==> src/pslpc_pkg.sv <==
// Constants for the strap latch and pin control block.
// Assumes one 125 MHz clock and an AHB-Lite register port.
// Operation
// (RULE1) Latch five strap address bits at reset
// (RULE2) Zero address forces isolated condition
// (RULE3) Float control tristates outputs, bidirs input
// (RULE4) Logic held initialized while reset low
// (RULE5) Reset source holds reset 30 ms; the board model holds it for HOLD = 8 hclk cycles
// (RULE6) Test select one enables test mode
// (RULE7) Answer only matching management address
package pslpc_pkg;
	localparam logic [7:0]  PSLPC_OFS_STRAP  = 8'h44;
	localparam logic [7:0]  PSLPC_OFS_CTRL   = 8'h00;
	localparam logic [7:0]  PSLPC_OFS_STATUS = 8'h04;
	localparam logic [7:0]  PSLPC_OFS_MGMT   = 8'h08;
	localparam int          PSLPC_ADDR_LSB   = 4;
	localparam int          PSLPC_ISO_BIT    = 10;
	localparam int          PSLPC_OFLOAT_BIT = 0;
	localparam int          PSLPC_TEST_BIT   = 1;
	localparam int          PSLPC_ISOST_BIT  = 2;
	localparam int          PSLPC_MATCH_BIT  = 0;
	localparam logic [4:0]  PSLPC_ISO_ADDR   = 5'h00;
	localparam logic [31:0] PSLPC_CTRL_RST   = 32'h0000_0000;
	localparam int          PSLPC_RESET_MS   = 30;
	localparam int          PSLPC_CLK_MHZ    = 125;
	localparam int          PSLPC_SETTLE_CYC = 3;
	localparam longint      PSLPC_RESET_CYC  = longint'(PSLPC_RESET_MS) * 1000 * PSLPC_CLK_MHZ;
	typedef enum logic [1:0] {PSLPC_ST_RESET, PSLPC_ST_SETTLE, PSLPC_ST_RUN} pslpc_state_t;
endpackage

==> src/pslpc_top.sv <==
// Strap latch and pin control with AHB-Lite register access.
// Assumes a single AHB-Lite master; hready equals our hreadyout.
//
// The register addresses and register access over AHB-Lite were decided locally.
`timescale 1ns/1ps
module pslpc_top import pslpc_pkg::*; #(
	parameter int N_IO = 8
) (
	input  wire logic            hclk,
	input  wire logic            hresetn,
	input  wire logic            hsel,
	input  wire logic [7:0]      haddr,
	input  wire logic [1:0]      htrans,
	input  wire logic            hwrite,
	input  wire logic [2:0]      hsize,
	input  wire logic [31:0]     hwdata,
	input  wire logic            hready,
	output logic [31:0]          hrdata,
	output logic                 hreadyout,
	output logic                 hresp,
	input  wire logic            strap_addr_bit0,
	input  wire logic            strap_addr_bit1,
	input  wire logic            strap_addr_bit2,
	input  wire logic            strap_addr_bit3,
	input  wire logic            strap_addr_bit4,
	input  wire logic            output_float_ctl,
	input  wire logic            test_select,
	input  wire logic [N_IO-1:0] core_out,
	input  wire logic [N_IO-1:0] core_oe,
	output logic [N_IO-1:0]      pin_out,
	output logic [N_IO-1:0]      pin_oe,
	input  wire logic            mgmt_valid,
	input  wire logic [4:0]      mgmt_addr,
	output logic                 mgmt_accept,
	output logic                 isolated,
	output logic                 test_mode,
	output logic                 strap_ready
);
	logic [4:0]  addr_q;
	logic        done_q;
	logic [31:0] ctrl_q;
	logic [31:0] hrdata_q;
	logic        wr_pend_q;
	logic [7:0]  wr_addr_q;

	pslpc_strap_capture #(
		.SETTLE(PSLPC_SETTLE_CYC)
	) u_cap (
		.hclk    (hclk),
		.hresetn (hresetn),
		.strap_in({strap_addr_bit0, strap_addr_bit1, strap_addr_bit2,
			strap_addr_bit3, strap_addr_bit4}),
		.addr_q  (addr_q),
		.done_q  (done_q)
	);

	// Captured vector is bit0 at msb so the register shows bit0 at 8, bit4 at 4.
	wire [4:0] addr_num = {addr_q[0], addr_q[1], addr_q[2], addr_q[3], addr_q[4]};
	wire       ctrl_iso = ctrl_q[PSLPC_ISO_BIT];

	// (RULE2) Zero address isolates
	assign isolated = !done_q || (addr_num == PSLPC_ISO_ADDR) || ctrl_iso;

	// (RULE6) Test mode select
	assign test_mode = test_select;
	assign strap_ready = done_q;

	// (RULE3) Float all outputs
	assign pin_out = output_float_ctl ? '0 : core_out;
	assign pin_oe  = output_float_ctl ? '0 : core_oe;

	// (RULE7) Address match gate
	wire addr_match = done_q && !isolated && (mgmt_addr == addr_num);
	assign mgmt_accept = mgmt_valid && addr_match;

	wire       take    = hsel && hready && htrans[1];
	wire       rd_take = take && !hwrite;
	wire [7:0] a_word  = {haddr[7:2], 2'b00};

	// Places a one-bit flag at its field position in a register word.
	function automatic logic [31:0] pslpc_bit(input logic v, input int pos);
		pslpc_bit = 32'(v) << pos;
	endfunction

	wire [31:0] strap_word = (32'(addr_q) << PSLPC_ADDR_LSB) | pslpc_bit(ctrl_iso, PSLPC_ISO_BIT);
	wire [31:0] stat_word  = pslpc_bit(output_float_ctl, PSLPC_OFLOAT_BIT)
		| pslpc_bit(test_select, PSLPC_TEST_BIT) | pslpc_bit(isolated, PSLPC_ISOST_BIT);
	wire [31:0] mgmt_word  = pslpc_bit(addr_match, PSLPC_MATCH_BIT);
	wire [31:0] rd_word    = (a_word == PSLPC_OFS_STRAP)  ? strap_word :
				 (a_word == PSLPC_OFS_CTRL)   ? ctrl_q :
				 (a_word == PSLPC_OFS_STATUS) ? stat_word :
				 (a_word == PSLPC_OFS_MGMT)   ? mgmt_word : 32'h0000_0000;

	assign hreadyout = 1'b1;
	assign hresp     = 1'b0;
	assign hrdata    = hrdata_q;

	// (RULE4) Reset initializes all
	always_ff @(posedge hclk or negedge hresetn) begin
		if (!hresetn) begin
			wr_pend_q <= 1'b0;
			wr_addr_q <= 8'h00;
			hrdata_q  <= 32'h0000_0000;
		end else begin
			wr_pend_q <= take && hwrite;
			wr_addr_q <= a_word;
			if (rd_take) begin
				hrdata_q <= rd_word;
			end
		end
	end

	// Only the isolate bit of the control word is writable.
	always_ff @(posedge hclk or negedge hresetn) begin
		if (!hresetn) begin
			ctrl_q <= PSLPC_CTRL_RST;
		end else if (wr_pend_q && (wr_addr_q == PSLPC_OFS_CTRL)) begin
			ctrl_q <= hwdata & (32'h0000_0001 << PSLPC_ISO_BIT);
		end
	end

	// (RULE2) Zero address isolates
	a_iso_zero: assert property (@(posedge hclk) disable iff (!hresetn) // (RULE2)
		(done_q && addr_num == PSLPC_ISO_ADDR) |-> isolated && !mgmt_accept)
		else $error("zero address not isolated");

	// (RULE2) Isolated until latched
	a_iso_unlatched: assert property (@(posedge hclk) disable iff (!hresetn) // (RULE2)
		!done_q |-> isolated)
		else $error("not isolated before straps latched");

	// (RULE2) Control bit isolates
	a_iso_ctrl: assert property (@(posedge hclk) disable iff (!hresetn) // (RULE2)
		ctrl_iso |-> isolated)
		else $error("isolate control bit ignored");

	// (RULE2) No stray isolation
	a_iso_cause: assert property (@(posedge hclk) disable iff (!hresetn) // (RULE2)
		isolated |-> (!done_q || addr_num == PSLPC_ISO_ADDR || ctrl_iso))
		else $error("isolated without a cause");

	// (RULE3) Enables drop floating
	a_float_pins: assert property (@(posedge hclk) disable iff (!hresetn) // (RULE3)
		output_float_ctl |-> (pin_oe == '0))
		else $error("output enabled while floating");

	// (RULE3) Data drops floating
	a_float_low: assert property (@(posedge hclk) disable iff (!hresetn) // (RULE3)
		output_float_ctl |-> (pin_out == '0))
		else $error("output data driven while floating");

	// (RULE3) Pins follow core
	a_pins_follow: assert property (@(posedge hclk) disable iff (!hresetn) // (RULE3)
		!output_float_ctl |-> (pin_out == core_out) && (pin_oe == core_oe))
		else $error("pins not following core drive");

	// (RULE7) Only matching address
	a_mgmt_match: assert property (@(posedge hclk) disable iff (!hresetn) // (RULE7)
		mgmt_accept |-> (mgmt_addr == addr_num) && done_q)
		else $error("management answered wrong address");

	// (RULE7) Matching address answered
	a_mgmt_accept: assert property (@(posedge hclk) disable iff (!hresetn) // (RULE7)
		(mgmt_valid && done_q && !isolated && mgmt_addr == addr_num) |-> mgmt_accept)
		else $error("matching management request refused");

	// (RULE7) Silent while isolated
	a_mgmt_iso: assert property (@(posedge hclk) disable iff (!hresetn) // (RULE7)
		isolated |-> !mgmt_accept)
		else $error("management answered while isolated");

	// (RULE6) Test mode select
	a_test_follow: assert property (@(posedge hclk) disable iff (!hresetn) // (RULE6)
		test_mode == test_select)
		else $error("test mode not following select");

	// (RULE4) Nothing latched early
	a_reset_release: assert property (@(posedge hclk) // (RULE4)
		$rose(hresetn) |-> !done_q ##1 !done_q)
		else $error("straps latched too early");

	// (RULE4) State cleared in reset
	a_reset_outputs: assert property (@(posedge hclk) // (RULE4)
		!hresetn |=> (hrdata == '0) && !strap_ready && isolated && !mgmt_accept)
		else $error("state not cleared by reset");

	// (RULE4) Bus always answers okay
	a_bus_okay: assert property (@(posedge hclk) disable iff (!hresetn) // (RULE4)
		hreadyout && !hresp)
		else $error("bus response not okay");

	// (RULE1) Strap word readback
	a_strap_read: assert property (@(posedge hclk) disable iff (!hresetn) // (RULE1)
		(rd_take && a_word == PSLPC_OFS_STRAP) |=> hrdata[8:4] == addr_q)
		else $error("strap register mismatch");

	// (RULE1) Ready stays up
	a_ready_hold: assert property (@(posedge hclk) disable iff (!hresetn) // (RULE1)
		strap_ready |=> strap_ready)
		else $error("strap ready dropped");

	// (RULE2) Isolate bit written
	a_ctrl_write: assert property (@(posedge hclk) disable iff (!hresetn) // (RULE2)
		(wr_pend_q && wr_addr_q == PSLPC_OFS_CTRL) |=>
		ctrl_q[PSLPC_ISO_BIT] == $past(hwdata[PSLPC_ISO_BIT]))
		else $error("isolate control write lost");

	// (RULE2) Control holds otherwise
	a_ctrl_hold: assert property (@(posedge hclk) disable iff (!hresetn) // (RULE2)
		!(wr_pend_q && wr_addr_q == PSLPC_OFS_CTRL) |=> $stable(ctrl_q))
		else $error("control word changed without write");

	// (RULE3) Status word readback
	a_stat_read: assert property (@(posedge hclk) disable iff (!hresetn) // (RULE3)
		(rd_take && a_word == PSLPC_OFS_STATUS) |=> (hrdata[2] == $past(isolated))
		&& (hrdata[1] == $past(test_select)) && (hrdata[0] == $past(output_float_ctl)))
		else $error("status register mismatch");

	// (RULE7) Match flag readback
	a_mgmt_read: assert property (@(posedge hclk) disable iff (!hresetn) // (RULE7)
		(rd_take && a_word == PSLPC_OFS_MGMT) |=> hrdata[0] == $past(addr_match))
		else $error("match register mismatch");

	// (RULE1) Unmapped reads zero
	a_unmapped: assert property (@(posedge hclk) disable iff (!hresetn) // (RULE1)
		(rd_take && a_word != PSLPC_OFS_STRAP && a_word != PSLPC_OFS_CTRL
		&& a_word != PSLPC_OFS_STATUS && a_word != PSLPC_OFS_MGMT) |=> hrdata == '0)
		else $error("unmapped read not zero");
endmodule

==> src/pslpc_strap_capture.sv <==
// Strap sampler: takes the address straps once after reset release.
// Assumes strap pins are steady levels synchronous to hclk.
`timescale 1ns/1ps
module pslpc_strap_capture import pslpc_pkg::*; #(
	parameter int SETTLE = PSLPC_SETTLE_CYC
) (
	input  wire logic       hclk,
	input  wire logic       hresetn,
	input  wire logic [4:0] strap_in,
	output logic [4:0]      addr_q,
	output logic            done_q
);
	pslpc_state_t state_q;
	logic [3:0]   cnt_q;
	wire          settle_end = (cnt_q == 4'(SETTLE - 1));

	// (RULE1) Sample after release
	// Straps are caught a few cycles after release, never under the async reset.
	always_ff @(posedge hclk or negedge hresetn) begin
		if (!hresetn) begin
			state_q <= PSLPC_ST_RESET;
			cnt_q   <= 4'h0;
			addr_q  <= 5'h00;
			done_q  <= 1'b0;
		end else begin
			case (state_q)
				PSLPC_ST_RESET: begin
					state_q <= PSLPC_ST_SETTLE;
				end
				PSLPC_ST_SETTLE: begin
					cnt_q <= cnt_q + 4'h1;
					if (settle_end) begin
						addr_q  <= strap_in;
						done_q  <= 1'b1;
						state_q <= PSLPC_ST_RUN;
					end
				end
				PSLPC_ST_RUN: begin
					state_q <= PSLPC_ST_RUN;
				end
				default: begin
					state_q <= PSLPC_ST_RESET;
				end
			endcase
		end
	end

	// (RULE1) Latched value holds
	a_addr_stable: assert property (@(posedge hclk) disable iff (!hresetn) // (RULE1)
		$past(done_q) |-> $stable(addr_q))
		else $error("strap address changed after latch");
endmodule

==> config.mk <==
export PLATFORM = sky130hd
export DESIGN_NAME = pslpc_top
export DESIGN_NICKNAME = d
export VERILOG_FILES = /design/src/pslpc_pkg.sv /design/src/pslpc_top.sv /design/src/pslpc_strap_capture.sv
export SDC_FILE = /design/constraint.sdc
export NUM_CORES = 1
export LEC_CHECK = 0
export ABC_CLOCK_PERIOD_IN_PS = 3890
export BUFFER_PORTS_ARGS = -buffer_cell sky130_fd_sc_hd__clkbuf_2
export CAP_MARGIN = 40
export CORE_MARGIN = 2
export CORE_UTILIZATION = 41
export CTS_BUF_LIST = sky130_fd_sc_hd__clkbuf_4 sky130_fd_sc_hd__clkbuf_8 sky130_fd_sc_hd__clkbuf_16
export DETAILED_ROUTE_END_ITERATION = 16
export PLACE_DENSITY = 0.94
export SYNTH_ARGS = -nofsm -noshare
export SYNTH_HDL_FRONTEND = slang
export SYNTH_SLANG_ARGS = --single-unit
==> constraint.sdc <==
create_clock -name hclk -period 3.89 [get_ports hclk]
set_input_delay 0.778 -clock hclk [delete_from_list [all_inputs] [get_ports hclk]]
set_output_delay 0.778 -clock hclk [all_outputs]
set_load 0.02 [all_outputs]
Word level (Yosys, flattened, before mapping)
Cells that the tools add are included.
Widths: inputs -> output; s select.

storage, ports and cells
  bits in read-only memories = 0
  input port bits = 79
  latch bits = 0
  memories kept = 0
  register bits after elaboration = 52
  output and inout port bits = 54
  bits in writable memories = 0

cells by class
  bitwise gates (word level) = 3
  $lt $le $gt $ge = 0
  shift operators = 0
  equality and inequality tests = 8
  divide/modulo/power cells = 0
  $add $sub $neg = 1
  multipliers = 0
  multiplexer cells = 8
  reductions and logical operators = 18

operator list
  operator             count
  $mux 11              2
  $logic_not 8->1      2
  $mux 8               2
  $or 9x11->11         1
  $logic_and 1x1->1    8
  $eq 6x1->1 const B   1
  $eq 6x2->1 const B   1
  $eq 6x5->1 const B   1
  $pmux 2 s3           1
  $eq 5x5->1           1
  $logic_not 5->1      1
  $add 4x1->4 const B  1
  $eq 4x2->1 const B   1
  $logic_not 1->1      3
  $mux 3               1
  $or 2x3->3           1
  $eq 2x1->1 const B   1
  $eq 2x2->1 const B   1
  $logic_not 2->1      1
  $logic_or 1x1->1     2
  $mux 2               1
  $ne 2x1->1 const B   1
  $or 1x2->2           1
  $reduce_and 2->1     1
  $mux 1               1

Depth between registers and ports, before layout
  depth in word-level cells = 10
  depth in mapped cells = 5
  depth with buffers taken out = 5

By module
A second synthesis with hierarchy kept.

unflattened totals
  cell total of the unflattened synthesis = 146
  area total of the unflattened synthesis = 1,617.8 µm²

modules (own cells, without submodules)
  module               times used  cells an instance  area an instance (µm²)  sequential area each (µm²)
  pslpc_top            1           102                1,031.0                 425.4
  pslpc_strap_capture  1           44                 586.8                   300.3

Worst setup path before layout
No wires, ideal clock.

  path type = input to output
  start = input port mgmt_addr[4]
  end = output port mgmt_accept
  path buffers = 0
  arrival = 1.499 ns
  setup slack = 1.613 ns
  data required time = 3.112 ns
  cell stages on the path = 3
  cells stage by stage = xnor2_1 nand3_1 nor3_1

between the ends
  cells in the longest elaborated chain, start to end = 3

RTL lines
  element            RTL line         source
  from (decl)        pslpc_top.sv:33  input wire logic [4:0] mgmt_addr,
  $eq 5x5->1         pslpc_top.sv:73  wire addr_match = done_q && !isolated && (mgmt_addr == addr_num);
  $logic_and 1x1->1  pslpc_top.sv:73
  $logic_and 1x1->1  pslpc_top.sv:74  assign mgmt_accept = mgmt_valid && addr_match;
  to (decl)          pslpc_top.sv:34  output logic mgmt_accept,

Every way passes these cells.

Worst setup path in the final report
  start = register u_cap.addr_q[4]
  end = output port mgmt_accept

between the ends
  cells in the longest elaborated chain, start to end = 7
  elaborated cells on any way between the ends = 8
  those cells by class = eq/ne (1); reduce/logical (7)

RTL lines
  element                        RTL line                   source
  from (decl)                    pslpc_strap_capture.sv:10  output logic [4:0] addr_q,
  from (signal assigned)         pslpc_strap_capture.sv:33  addr_q <= strap_in;
  $logic_not 5->1                pslpc_top.sv:62            assign isolated = !done_q || (addr_num == PSLPC_ISO_ADDR) || ctrl_iso;
  $logic_or 1x1->1 (2 in a row)  pslpc_top.sv:62
  $logic_not 1->1                pslpc_top.sv:73
  $logic_and 1x1->1              pslpc_top.sv:73
  $logic_and 1x1->1 (*)          pslpc_top.sv:73
  $logic_and 1x1->1 (*)          pslpc_top.sv:74

Every way passes the cells marked *; elsewhere a longest branch is shown, timed or not.

==> results.py <==
metrics = {
    "run_status": {
        "outcome": "finished, final reports clean",
    },
    "logic_synthesis": {
        "yosysWarnings": 0,
        "synth_top_cell_area_share": 0.470,
        "synth_most_common_cell": "dfrtp_1",
        "syn_avg_cell_area_sq_um": 11.0,
        "seq_area_frac_synth": 0.470,
        "synth.area.top_cells": "dfrtp_1 (47%), buf_4 (13%), nor2b_1 (6.9%)",
        "yosys-top-cells-count": "dfrtp_1 (29), buf_4 (26), nor2b_1 (17)",
        "async_reset_ff_frac": 1.00,
        "yosys.area.top_type": "dfrtp_1",
        "synth.cell_area_sq_um": 1540,
        "ys_types": 30,
        "ys.flop_type": "dfrtp_1",
        "synth_seq_cells": 29,
        "synth_edf_count": 0,
        "synthCells": 140,
    },
    "clock_network": {
        "numCtsBuffers": 5,
        "cts_sinks": 29,
        "clockBufferDepth": 2,
        "clk_pin_slew_ps": 60,
        "hold_buffers": 0,
        "root_buffer": "clkbuf_8",
        "post_cts_buffers": 0,
        "clock_latency_ps": 280,
        "cts_resized": 0,
        "h-tree-depth": 2,
        "cts_tree": "built",
    },
    "floorplanning": {
        "row_count": 22,
        "core_area_sq_um": 3630,
        "initial_core_util": 0.425,
        "die_x_microns": 65.3,
        "fp.dieArea_sq_um": 4270,
        "die_y_microns": 65.3,
        "pin_count": 133,
    },
    "route": {
        "wl_met2_mm": 1.62,
        "drt_wl_total_mm": 3.20,
        "avgViaCountPerCell": 4.39,
        "wl_per_cell_microns": 12.3,
        "drt_first_pass_iters": 4,
        "drc": 0,
        "wl_met1_mm": 1.39,
        "top_layer": "met4",
        "drtIter0Drc": 28,
        "met3_length_microns": 145,
        "vias": 1142,
        "ant_nets": 0,
    },
    "worst_setup_path": {
        "crit_type": "register to primary output",
        "end_kind": "primary output",
        "cp_max_fo": 4,
        "crit_required_ps": 3110,
        "setup.worst_path.start": "u_cap.addr_q[4]$_DFFE_PN0P_",
        "rr_startpoint": "u_cap.addr_q[4]$_DFFE_PN0P_",
        "cp.arrival_ps": 1670,
        "cp-start-kind": "register",
    },
    "sta": {
        "setup-violations-final": 0,
        "worst_slack_ps": 1450,
        "maxSlewHeadroom": 0.539,
        "max_freq_mhz": 409,
        "finalClockSkew_ps": 5.80,
        "tns_ps": 0,
        "rsz0062_at_grt": "no",
        "final_hold_viol_count": 0,
        "slew_viol_final": 0,
        "fin_crit_sh": 0.628,
        "final.min_clock_period_ps": 2440,
        "worst_slew_pin_slew_ps": 691,
        "hold_ws_ps": 493,
    },
    "cells_and_area": {
        "syn2layout_area_growth_pct": 24.4,
        "seqCellArea_sq_um": 726,
        "drive_gt1_frac": 0.425,
        "fin_nets": 294,
        "diodes": 0,
        "utilization": 0.528,
        "filler_cell_count": 331,
        "design_area_sq_um": 1920,
        "multiInputGateArea_sq_um": 678,
        "layout.cells.non_filler": 260,
    },
    "hold_path": {
        "worstHoldStart": "u_cap.cnt_q[3]$_DFFE_PN0P_",
        "hold_class": "register to register",
    },
    "pwr": {
        "power_mw": 0.650,
        "p_leak_nw": 1.00,
        "powerDensity_nw_per_um2": 339,
        "ir_drop_uv": 291,
    },
    "placed_design": {
        "place_ws_ps": 1490,
        "gp_congestion": 0.721,
        "dp_cells": 252,
        "port_buffers": 70,
        "dpl-instance-area_sq_um": 1830,
        "dp_hpwl_mm": 2.61,
    },
    "global_route": {
        "grt_antenna_before_repair": 0,
        "grt_max_degree": 30,
        "grt_overflow": 0,
        "grt_use_total": 0.150,
        "grt_pass1_wl_mm": 4.83,
        "grt_pass1_vias": 1082,
    },
    "run": {
        "maxCapViolations": 0,
    },
}
==> state kept, by name (all words and copies together) (netlist names) <==
signal         count
hrdata             9
wr_addr_q          6
u_cap.addr_q       5
u_cap.cnt_q        4
u_cap.state_q      2
ctrl_q             1
u_cap.done_q       1
wr_pend_q          1
==> where the power goes <==
group	internal, mW	total (mW)	switching [mW]
Sequential	0.309	0.314	0.00519
Combinational	0.0349	0.0993	0.0643
Clock	0.123	0.237	0.114
==> final timing paths <==
check	to	slack, ps	cells after the start
max reg2reg	hrdata[0]$_DFFE_PN0P_	2270	4
max	mgmt_accept	1450	4
max in group asynchronous	hrdata[2]$_DFFE_PN0P_	2910	1
min	u_cap.cnt_q[3]$_DFFE_PN0P_	490	1
min reg2reg	u_cap.cnt_q[3]$_DFFE_PN0P_	490	1
min in group asynchronous	hrdata[8]$_DFFE_PN0P_	530	1
==> worst max-delay path, stage by stage, from the launching register on <==
cell and delay, ps:
dfrtp_1 420, or4_4 560, o21ai_4 170, nor3_1 90, clkbuf_2 160
==> placed cells by master, fill, tap and decap left out, drive strengths merged <==
cell and n:
clkinvlp 1, xor2 1, a32o 1, nand4 1, nor4 2, nor2 2, dfrtp 29, nor3 4
nor2b 17, or2 1, o31ai 1, mux2i 1, and4 1, or4b 1, and3 1, nand4b 2
mux2 8, nand3b 1, conb 25, nand3 3, xnor2 8, clkinv 2, clkbuf 75, nand2 5
a22o 7, ha 4, inv 5, or4 1, o21ai 2
==> logic make-up after synthesis <==
logic type	share of synthesized area
and+or+nand+nor	0.165
adders and majority gates	0.0324
buffers and inverters	0.146
muxes	0.0649
other	0.00487
xor gates and xnor gates	0.0511
AOI/OAI and AO/OA	0.0657
DFF	0.470
==> routing by layer <==
layer | vias up | global-route usage
met1 | 537 | 0.198
li1 | 565 | -
met3 | 6 | 0.0411
met4 | 0 | 0.0599
met5 | - | 0
met2 | 34 | 0.235
==> final cells by class <==
cell class                      instances  area share
Multi-Input combinational cell        100       0.353
Tap cell                               48      0.0313
Sequential cell                        29       0.378
Inverter                                5     0.00978
Clock inverter                          3     0.00913
Clock buffer                            5      0.0359
Timing Repair Buffer                   70       0.183
No activity file was read; power rests on OpenSTA's default activity.
